`config.mk`:
```
export PLATFORM = sky130hd
export DESIGN_NAME = asu_uart
export DESIGN_NICKNAME = d
export VERILOG_FILES = /design/src/hw/asu_pkg.sv /design/src/hw/asu_uart.sv
export SDC_FILE = /design/constraint.sdc
export NUM_CORES = 1
export LEC_CHECK = 0
export BUFFER_PORTS_ARGS = -buffer_cell sky130_fd_sc_hd__buf_4
export CORE_MARGIN = 2
export CORE_UTILIZATION = 54
export DETAILED_ROUTE_END_ITERATION = 10
export PLACE_DENSITY = 0.7
export SETUP_SLACK_MARGIN = 0.3
export SYNTH_ARGS = -nofsm -noshare
export SYNTH_HDL_FRONTEND = slang
export SYNTH_SLANG_ARGS = --single-unit
```
`constraint.sdc`:
```
create_clock -name sys_clk -period 11.69 [get_ports sys_clk]
set_input_delay 2.338 -clock sys_clk [delete_from_list [all_inputs] [get_ports sys_clk]]
set_output_delay 2.338 -clock sys_clk [all_outputs]
set_load 0.005 [all_outputs]
```
`src/hw/asu_pkg.sv`:
```
// How it works
// - frame is one low start bit, data, optional parity, then high stop bits
// - timer select: bit clock is timer tick, baud is that divided by 16
// - code 000 gives fc/13 bit clock; each higher code halves it up to 101
// - idle receiver keeps sampling rx pin and treats low as possible start
// - every bit sampled at sub-bit ticks 7, 8, 9; majority decides
// - transmitter sends one or two stop bits per transmit stop length
// - parity enable adds parity bit; parity type picks odd or even
// - buffer write after status read clears empty flag and loads byte for shifting out
// - when transmission starts, empty flag sets and transmit interrupt pulses
// - tx pin high while disabled and until a byte is written
// - after stop bits, data loads receive buffer, sets full flag, interrupt
// - frame arriving while buffer full sets overrun and drops data
// - receiver stays disabled while overrun flag is set
// - clearing receive enable takes effect only after current frame
// - parity error flag sets when computed parity disagrees with received
// - framing error flag sets when a stop bit samples as zero
// - error and full flags clear on buffer read after status read
// - overrun set between status read and buffer read stays set
// - end flag sets when done with buffer empty, clears on new start
// - bit clock and parity settings shared by transmitter and receiver
// - receiver stop length has its own independent control
package asu_pkg;
    localparam logic [7:0] ADDR_CTRL1    = 8'h20;
    localparam logic [7:0] ADDR_CTRL2    = 8'h21;
    localparam logic [7:0] ADDR_BUF      = 8'h22;
    localparam logic [7:0] CTRL1_RESET   = 8'h00;
    localparam logic [7:0] CTRL2_RESET   = 8'h00;
    localparam int         TX_ON_BIT     = 7;
    localparam int         RX_ON_BIT     = 6;
    localparam int         TX_STOP2_BIT  = 5;
    localparam int         EVEN_BIT      = 4;
    localparam int         PAR_EN_BIT    = 3;
    localparam int         STOPR_BIT     = 0;
    localparam logic [2:0] SEL_TIMER     = 3'h6;
    localparam logic [2:0] SEL_FC96      = 3'h7;
    // bit-clock dividers in core cycles; 000 is fc/13
    localparam int         DIV_BASE      = 13;
    localparam int         DIV_FC96      = 96;
    localparam logic [3:0] TICKS_PER_BIT = 4'hf;
    localparam logic [3:0] TICK_S0       = 4'h7;
    localparam logic [3:0] TICK_S2       = 4'h9;
    localparam logic [3:0] DATA_BITS     = 4'h8;

    typedef struct packed {
        logic       tx_on;
        logic       rx_on;
        logic       tx_two_stop;
        logic       even;
        logic       par_en;
        logic [2:0] sel;
    } asu_ctrl_t;

    typedef struct packed {
        logic [7:0] addr;
        logic [7:0] wdata;
        logic       wr;
        logic       rd;
    } asu_bus_t;
endpackage

```
`src/hw/asu_uart.sv`:
```
// Added by the designer: the address-and-strobe port.
`timescale 1ns/1ps
module asu_uart (
    input  wire logic       sys_clk,
    input  wire logic       rstn,
    input  wire logic [7:0] addr,
    input  wire logic [7:0] wdata,
    input  wire logic       wr,
    input  wire logic       rd,
    output logic [7:0]      rdata,
    input  wire logic       timer_tick,
    input  wire logic       rxd,
    output logic            txd,
    output logic            transmit_interrupt,
    output logic            receive_interrupt
);
    typedef enum logic [2:0] {ST_IDLE, ST_START, ST_DATA, ST_PAR, ST_STOP} asu_state_t;

    asu_pkg::asu_bus_t  bus;
    asu_pkg::asu_ctrl_t ctrl_ff;
    logic               rx_two_stop_ff;
    logic [7:0]         rdata_ff, nxt_rdata;
    logic               txd_ff, tint_ff, rint_ff;
    logic               tx_empty_ff, tx_end_ff, rx_full_ff, par_err_ff, frm_err_ff, ovr_ff;
    logic               ovr_seen_ff;
    logic               sr_read_ff;
    logic [7:0]         tx_hold_ff, rx_buf_ff;
    logic               tx_pend_ff;

    assign bus = '{addr: addr, wdata: wdata, wr: wr, rd: rd};

    wire wr_c1  = bus.wr && bus.addr == asu_pkg::ADDR_CTRL1;
    wire wr_c2  = bus.wr && bus.addr == asu_pkg::ADDR_CTRL2;
    wire wr_buf = bus.wr && bus.addr == asu_pkg::ADDR_BUF;
    wire rd_sr  = bus.rd && bus.addr == asu_pkg::ADDR_CTRL1;
    wire rd_buf = bus.rd && bus.addr == asu_pkg::ADDR_BUF;
    wire [7:0] status = {par_err_ff, frm_err_ff, ovr_ff, rx_full_ff, tx_end_ff, tx_empty_ff, 2'b00};

    // status shares its address with control one: writes hit control, reads see status
    assign nxt_rdata = rd_sr ? status :
                       rd_buf ? rx_buf_ff :
                       (bus.rd && bus.addr == asu_pkg::ADDR_CTRL2) ? {7'h00, rx_two_stop_ff} : 8'h00;

    // ---------------- bit clock ----------------
    logic [11:0] div_cnt_ff;
    wire  [11:0] div_top = (ctrl_ff.sel == asu_pkg::SEL_FC96) ? 12'(asu_pkg::DIV_FC96 - 1) :
                           12'((asu_pkg::DIV_BASE << ctrl_ff.sel[2:0]) - 1);
    wire  div_wrap = div_cnt_ff >= div_top;
    // timer source supplies the bit clock directly; 16 of them make one baud
    wire  bclk = (ctrl_ff.sel == asu_pkg::SEL_TIMER) ? timer_tick : div_wrap;

    always_ff @(posedge sys_clk or negedge rstn) begin
        if (!rstn) div_cnt_ff <= 12'h000;
        else       div_cnt_ff <= div_wrap ? 12'h000 : div_cnt_ff + 12'h001;
    end

    // ---------------- transmitter ----------------
    asu_state_t tx_st_ff;
    logic [3:0] tx_tick_ff, tx_cnt_ff;
    logic [7:0] tx_sh_ff;
    logic       tx_par_ff;
    wire tx_bit_end = bclk && tx_tick_ff == asu_pkg::TICKS_PER_BIT;
    wire tx_start   = tx_st_ff == ST_IDLE && tx_pend_ff && ctrl_ff.tx_on && bclk;
    wire tx_last_stop = tx_cnt_ff == (ctrl_ff.tx_two_stop ? 4'h1 : 4'h0);

    always_ff @(posedge sys_clk or negedge rstn) begin
        if (!rstn) begin
            tx_st_ff   <= ST_IDLE;
            tx_tick_ff <= 4'h0;
            tx_cnt_ff  <= 4'h0;
            tx_sh_ff   <= 8'h00;
            tx_par_ff  <= 1'b0;
            txd_ff     <= 1'b1;
        end else begin
            if (bclk) tx_tick_ff <= tx_st_ff == ST_IDLE ? 4'h0 : tx_tick_ff + 4'h1;
            unique case (tx_st_ff)
                ST_IDLE: begin
                    txd_ff <= 1'b1;
                    if (tx_start) begin
                        tx_st_ff  <= ST_START;
                        tx_sh_ff  <= tx_hold_ff;
                        tx_par_ff <= ^tx_hold_ff ^ ~ctrl_ff.even;
                        txd_ff    <= 1'b0;
                    end
                end
                ST_START: if (tx_bit_end) begin
                    tx_st_ff  <= ST_DATA;
                    tx_cnt_ff <= 4'h0;
                    txd_ff    <= tx_sh_ff[0];
                end
                ST_DATA: if (tx_bit_end) begin
                    tx_sh_ff  <= {1'b0, tx_sh_ff[7:1]};
                    tx_cnt_ff <= tx_cnt_ff + 4'h1;
                    if (tx_cnt_ff == asu_pkg::DATA_BITS - 4'h1) begin
                        tx_cnt_ff <= 4'h0;
                        tx_st_ff  <= ctrl_ff.par_en ? ST_PAR : ST_STOP;
                        txd_ff    <= ctrl_ff.par_en ? tx_par_ff : 1'b1;
                    end else begin
                        txd_ff <= tx_sh_ff[1];
                    end
                end
                ST_PAR: if (tx_bit_end) begin
                    tx_st_ff <= ST_STOP;
                    txd_ff   <= 1'b1;
                end
                ST_STOP: if (tx_bit_end) begin
                    tx_cnt_ff <= tx_cnt_ff + 4'h1;
                    if (tx_last_stop) begin
                        tx_st_ff  <= ST_IDLE;
                        tx_cnt_ff <= 4'h0;
                    end
                end
                default: tx_st_ff <= ST_IDLE;
            endcase
        end
    end
    wire tx_done = tx_st_ff == ST_STOP && tx_bit_end && tx_last_stop;

    // ---------------- receiver ----------------
    asu_state_t rx_st_ff;
    logic [3:0] rx_tick_ff, rx_cnt_ff;
    logic [7:0] rx_sh_ff;
    logic [1:0] votes_ff;
    logic       rx_par_bad_ff, rx_frm_bad_ff, rx_en_ff;
    wire rx_sample = bclk && rx_tick_ff >= asu_pkg::TICK_S0 && rx_tick_ff <= asu_pkg::TICK_S2;
    wire rx_bit_end = bclk && rx_tick_ff == asu_pkg::TICKS_PER_BIT;
    wire [1:0] votes_now = votes_ff + {1'b0, rx_sample & rxd};
    wire rx_bit = votes_ff >= 2'd2;
    wire rx_last_stop = rx_cnt_ff == (rx_two_stop_ff ? 4'h1 : 4'h0);
    wire rx_done = rx_st_ff == ST_STOP && rx_bit_end && rx_last_stop;
    wire rx_frm_bad_now = rx_frm_bad_ff | ~rx_bit;
    wire rx_deliver = rx_done && !rx_full_ff;
    wire rx_overrun = rx_done && rx_full_ff;

    always_ff @(posedge sys_clk or negedge rstn) begin
        if (!rstn) begin
            rx_st_ff   <= ST_IDLE;
            rx_tick_ff <= 4'h0;
            rx_cnt_ff  <= 4'h0;
            rx_sh_ff      <= 8'h00;
            votes_ff      <= 2'd0;
            rx_par_bad_ff <= 1'b0;
            rx_frm_bad_ff <= 1'b0;
            rx_en_ff      <= 1'b0;
        end else begin
            if (bclk) rx_tick_ff <= rx_st_ff == ST_IDLE ? 4'h0 : rx_tick_ff + 4'h1;
            votes_ff <= rx_bit_end ? 2'd0 : votes_now;
            // enable is latched only between frames, so a clear waits for frame end
            if (rx_st_ff == ST_IDLE) rx_en_ff <= ctrl_ff.rx_on;
            unique case (rx_st_ff)
                ST_IDLE: if (bclk && !rxd && rx_en_ff && ctrl_ff.rx_on && !ovr_ff) begin
                    rx_st_ff      <= ST_START;
                    rx_tick_ff    <= 4'h1;
                    votes_ff      <= 2'd0;
                    rx_frm_bad_ff <= 1'b0;
                    rx_par_bad_ff <= 1'b0;
                end
                ST_START: if (rx_bit_end) begin
                    // a start bit voted high was noise
                    rx_st_ff  <= rx_bit ? ST_IDLE : ST_DATA;
                    rx_cnt_ff <= 4'h0;
                end
                ST_DATA: if (rx_bit_end) begin
                    rx_sh_ff  <= {rx_bit, rx_sh_ff[7:1]};
                    rx_cnt_ff <= rx_cnt_ff + 4'h1;
                    if (rx_cnt_ff == asu_pkg::DATA_BITS - 4'h1) begin
                        rx_cnt_ff <= 4'h0;
                        rx_st_ff  <= ctrl_ff.par_en ? ST_PAR : ST_STOP;
                    end
                end
                ST_PAR: if (rx_bit_end) begin
                    rx_par_bad_ff <= (^rx_sh_ff ^ ~ctrl_ff.even) != rx_bit;
                    rx_st_ff   <= ST_STOP;
                end
                ST_STOP: if (rx_bit_end) begin
                    rx_frm_bad_ff <= rx_frm_bad_now;
                    rx_cnt_ff  <= rx_cnt_ff + 4'h1;
                    if (rx_last_stop) begin
                        rx_st_ff  <= ST_IDLE;
                        rx_cnt_ff <= 4'h0;
                    end
                end
                default: rx_st_ff <= ST_IDLE;
            endcase
        end
    end

    // ---------------- registers and flags ----------------
    wire buf_clear = rd_buf && sr_read_ff;
    wire tx_accept = wr_buf && sr_read_ff;

    always_ff @(posedge sys_clk or negedge rstn) begin
        if (!rstn) begin
            ctrl_ff        <= asu_pkg::CTRL1_RESET;
            rx_two_stop_ff <= asu_pkg::CTRL2_RESET[asu_pkg::STOPR_BIT];
            rdata_ff       <= 8'h00;
            sr_read_ff     <= 1'b0;
            tx_hold_ff     <= 8'h00;
            tx_pend_ff     <= 1'b0;
            rx_buf_ff      <= 8'h00;
            tx_empty_ff    <= 1'b1;
            tx_end_ff      <= 1'b1;
            rx_full_ff     <= 1'b0;
            par_err_ff     <= 1'b0;
            frm_err_ff     <= 1'b0;
            ovr_ff         <= 1'b0;
            ovr_seen_ff    <= 1'b0;
            tint_ff        <= 1'b0;
            rint_ff        <= 1'b0;
        end else begin
            rdata_ff <= nxt_rdata;
            if (wr_c1) ctrl_ff <= asu_pkg::asu_ctrl_t'(bus.wdata);
            if (wr_c2) rx_two_stop_ff <= bus.wdata[asu_pkg::STOPR_BIT];
            if (rd_sr) sr_read_ff <= 1'b1;
            else if (rd_buf || wr_buf) sr_read_ff <= 1'b0;
            if (tx_accept) begin
                tx_hold_ff  <= bus.wdata;
                tx_pend_ff  <= 1'b1;
                tx_empty_ff <= 1'b0;
            end
            tint_ff <= tx_start;
            if (tx_start) begin
                tx_pend_ff  <= 1'b0;
                tx_empty_ff <= 1'b1;
                tx_end_ff   <= 1'b0;
            end
            if (tx_done && !tx_pend_ff) tx_end_ff <= 1'b1;
            rint_ff <= rx_deliver;
            // overrun as software saw it; only a seen overrun may be cleared by the buffer read
            if (rd_sr) ovr_seen_ff <= ovr_ff;
            // hardware sets win over the read-clear in the same cycle
            if (buf_clear) begin
                rx_full_ff <= 1'b0;
                par_err_ff <= 1'b0;
                frm_err_ff <= 1'b0;
                if (ovr_seen_ff) ovr_ff <= 1'b0;
            end
            if (rx_deliver) begin
                rx_buf_ff  <= rx_sh_ff;
                rx_full_ff <= 1'b1;
                par_err_ff <= rx_par_bad_ff;
                frm_err_ff <= rx_frm_bad_now;
            end
            // overrun raised after the status read is not cleared by this buffer read
            if (rx_overrun) ovr_ff <= 1'b1;
        end
    end

    assign rdata              = rdata_ff;
    assign txd                = txd_ff;
    assign transmit_interrupt = tint_ff;
    assign receive_interrupt  = rint_ff;
endmodule

```
==> results.tsv <==
metric	value	unit
tns	0	ps
grt_max_degree	59	
ioPinCount	33	
final_nets	599	
clockBufferDepth	2	
crit_path_end_kind	flop	
htree_num_levels	3	
design_area	0.00612	mm²
rsz0062_at_grt	false	
drv_slew	0	
clk_pin_slew_worst_paths	100	ps
dp_slack	6830	ps
wl	10.7	mm
core.rowCount	37	
max_freq	0.204	GHz
synth_seq_cells	101	
ys_seq_area_frac	0.453	
drt_iter0_drc	197	
setup.worst_path.start_class	flop	
antenna_cells	0	
ys_types	70	
core_area	0.0102	mm²
async_flop_share	1.00	
cts_made_buffers	9	
port-buffer-count	32	
drv_cap	0	
powerDensity	131	mW/mm²
drc	0	
hold_path.class	flop to flop	
die_h	106	µm
initial_core_util	0.549	
grt_pass1_vias	3802	
grt_util_met2	0.339	
cts_tree	done	
routedWlPerCell	15.5	µm
dp_hpwl	7.98	mm
syn_area_per_cell	10.7	µm²
required	11960	ps
hold_viol	0	
firstDrtPassIters	5	
grt.total_usage	0.207	
finalSetupViolCount	0	
top_usage_layer	met2	
fin_crit_sh	0.420	
setup_ws	6780	ps
clkLatencyLatePin	380	ps
die_x	106	µm
relSlewSlack	0.500	
cp.arrival	5180	ps
clock_sinks	101	
ant_nets	0	
crit_path_max_fanout	19	
grt_pass1_wl	18.4	mm
gr-usage-met1	0.281	
finalCriticalPeriod	4910	ps
worst_pin_slew	749	ps
antenna_found_initial	0	
yosys_most_used_dff	dfrtp_1	
gp_congestion	0.945	
vdd_ir_drop_max	0.0676	mV
netlist_instances	524	
viasPerCell	5.64	
finalHoldWorstSlack	475	ps
power_leakage	2.86	nW
power	0.803	mW
dieArea	0.0112	mm²
crit_type	flop to flop	
cts_root_buf	clkbuf_8	
post-cts-setup-buffers	0	
synth_nets	571	
cts_resized	0	
yosys_warnings	0	
fin_skew	11.9	ps
synthesis.area	0.00559	mm²
place_area	0.00594	mm²
area_growth	9.46	%
vias	3910	
grt_use_met3	0.0470	
synth-edff-count	0	
cts_hold_buf	0	
drive_gt1_frac	0.205	
grt-ovfl-total	0	
status	completed	
-- worst max-delay path: stages (launching register included) --
cell and delay (ps):
dfrtp_1 510, inv_1 140, ha_1 340, nand2b_1 190, or4_1 450, a211oi_1 360
nor2b_1 210, mux2i_1 200, nand2b_1 70, ha_1 320, a2111oi_0 460, o21a_1 200
nand2_1 120, o31ai_4 630, a21oi_1 260, mux2_2 330
-- power breakdown --
| group | leakage, nW | switching (mW) | internal, mW |
|---|---|---|---|
| clock network | 0.0918 | 0.122 | 0.0913 |
| logic | 1.42 | 0.0917 | 0.0733 |
| registers | 1.34 | 0.0436 | 0.381 |
| total | 2.86 | 0.258 | 0.546 |
-- cell usage in the layout (no fill, tap or decap), types with 17 or more instances in the layout --
| cell | netlist | routed |
|---|---|---|
| nand2_1 | 39 | 39 |
| a21oi_1 | 19 | 19 |
| dfrtp_1 | 98 | 98 |
| o21ai_0 | 24 | 24 |
| buf_4 | 0 | 33 |
| nand3_1 | 22 | 22 |
| nor2_1 | 42 | 42 |
| inv_1 | 17 | 17 |
| mux2_2 | 42 | 42 |
| ha_1 | 25 | 25 |
| xnor2_1 | 23 | 23 |
-- area by class of cell --
| class | instances | area [µm²] |
|---|---|---|
| Fill cell | 864 | 4060 |
| Multi-Input combinational cell | 390 | 2920 |
| Timing Repair Buffer | 33 | 248 |
| Sequential cell | 101 | 2530 |
| Clock inverter | 3 | 27.5 |
| Clock buffer | 13 | 159 |
| Tap cell | 136 | 170 |
| Inverter | 17 | 63.8 |
-- Yosys cell counts (3+ instances only) --
master	number	area, µm²
inv_1	17	63.8
o21ai_0	24	120
nand2b_1	15	93.8
o21a_1	3	22.5
a22o_1	4	35.0
dfstp_2	3	78.8
or4_1	4	30.0
nor4_1	3	18.8
o22ai_1	3	18.8
a21oi_1	19	95.1
nand3_1	22	110
nand4_1	3	18.8
and3_1	5	31.3
o31ai_1	6	45.0
ha_1	25	313
mux2_2	42	473
dfrtp_1	98	2450
clkbuf_1	13	48.8
nor2_1	42	158
xor2_1	12	105
nand3b_1	3	22.5
mux2_4	7	105
nor3_1	9	45.0
or3_1	3	18.8
nor2b_1	10	62.6
a211oi_1	3	22.5
nand2_1	39	146
and2_1	4	25.0
mux2i_1	12	120
xnor2_1	23	201
-- registers in the layout, summed over array words and instances, names as in the netlist, 2 cells and up --
name / flops
rx_st_ff: 3
ctrl_ff: 8
tx_st_ff: 3
rx_sh_ff: 8
tx_hold_ff: 8
div_cnt_ff: 12
rx_tick_ff: 4
rdata: 8
tx_cnt_ff: 4
tx_tick_ff: 4
votes_ff: 2
tx_sh_ff: 8
rx_buf_ff: 8
rx_cnt_ff: 4
-- stage by stage --
stage / std cells / util
3_5_place_dp: 677 / 0.583
4_1_cts: 693 / 0.601
2_1_floorplan: 524 / -
5_1_grt: 693 / 0.601
3_3_place_gp: 677 / 0.583
6_report: 693 / 0.601
-- kinds of logic (layout without fill, tap and decap cells) --
group	count (synthesis)	in the layout	share of synthesized area
fa+ha+maj	25	25	0.0559
mux	61	61	0.125
xor+xnor	35	35	0.0548
buf+inv	33	66	0.0248
simple gates	179	179	0.173
flops	101	101	0.453
other cells	1	1	0.000670
compound gates	89	89	0.113
-- path summary, 6_finish.rpt --
path                       slack [ps]   startpoint  cells past startpoint      endpoint
min                               480  tx_empty_ff                      2   tx_empty_ff
min reg2reg                       480  tx_empty_ff                      2   tx_empty_ff
min in group asynchronous        1940         rstn                      1  rx_cnt_ff[3]
max                              6780   ctrl_ff[1]                     15   rx_st_ff[2]
max reg2reg                      6780   ctrl_ff[1]                     15   rx_st_ff[2]
max in group asynchronous        8650         rstn                      2  rx_buf_ff[5]
-- per-layer routing --
metal  up-vias  routed length, µm
met5         -                  0
met4         0                 79
met3         6                464
met2        81               5210
met1      1892               4960
li1       1931                  -
Power figures use the tool's default switching activity.
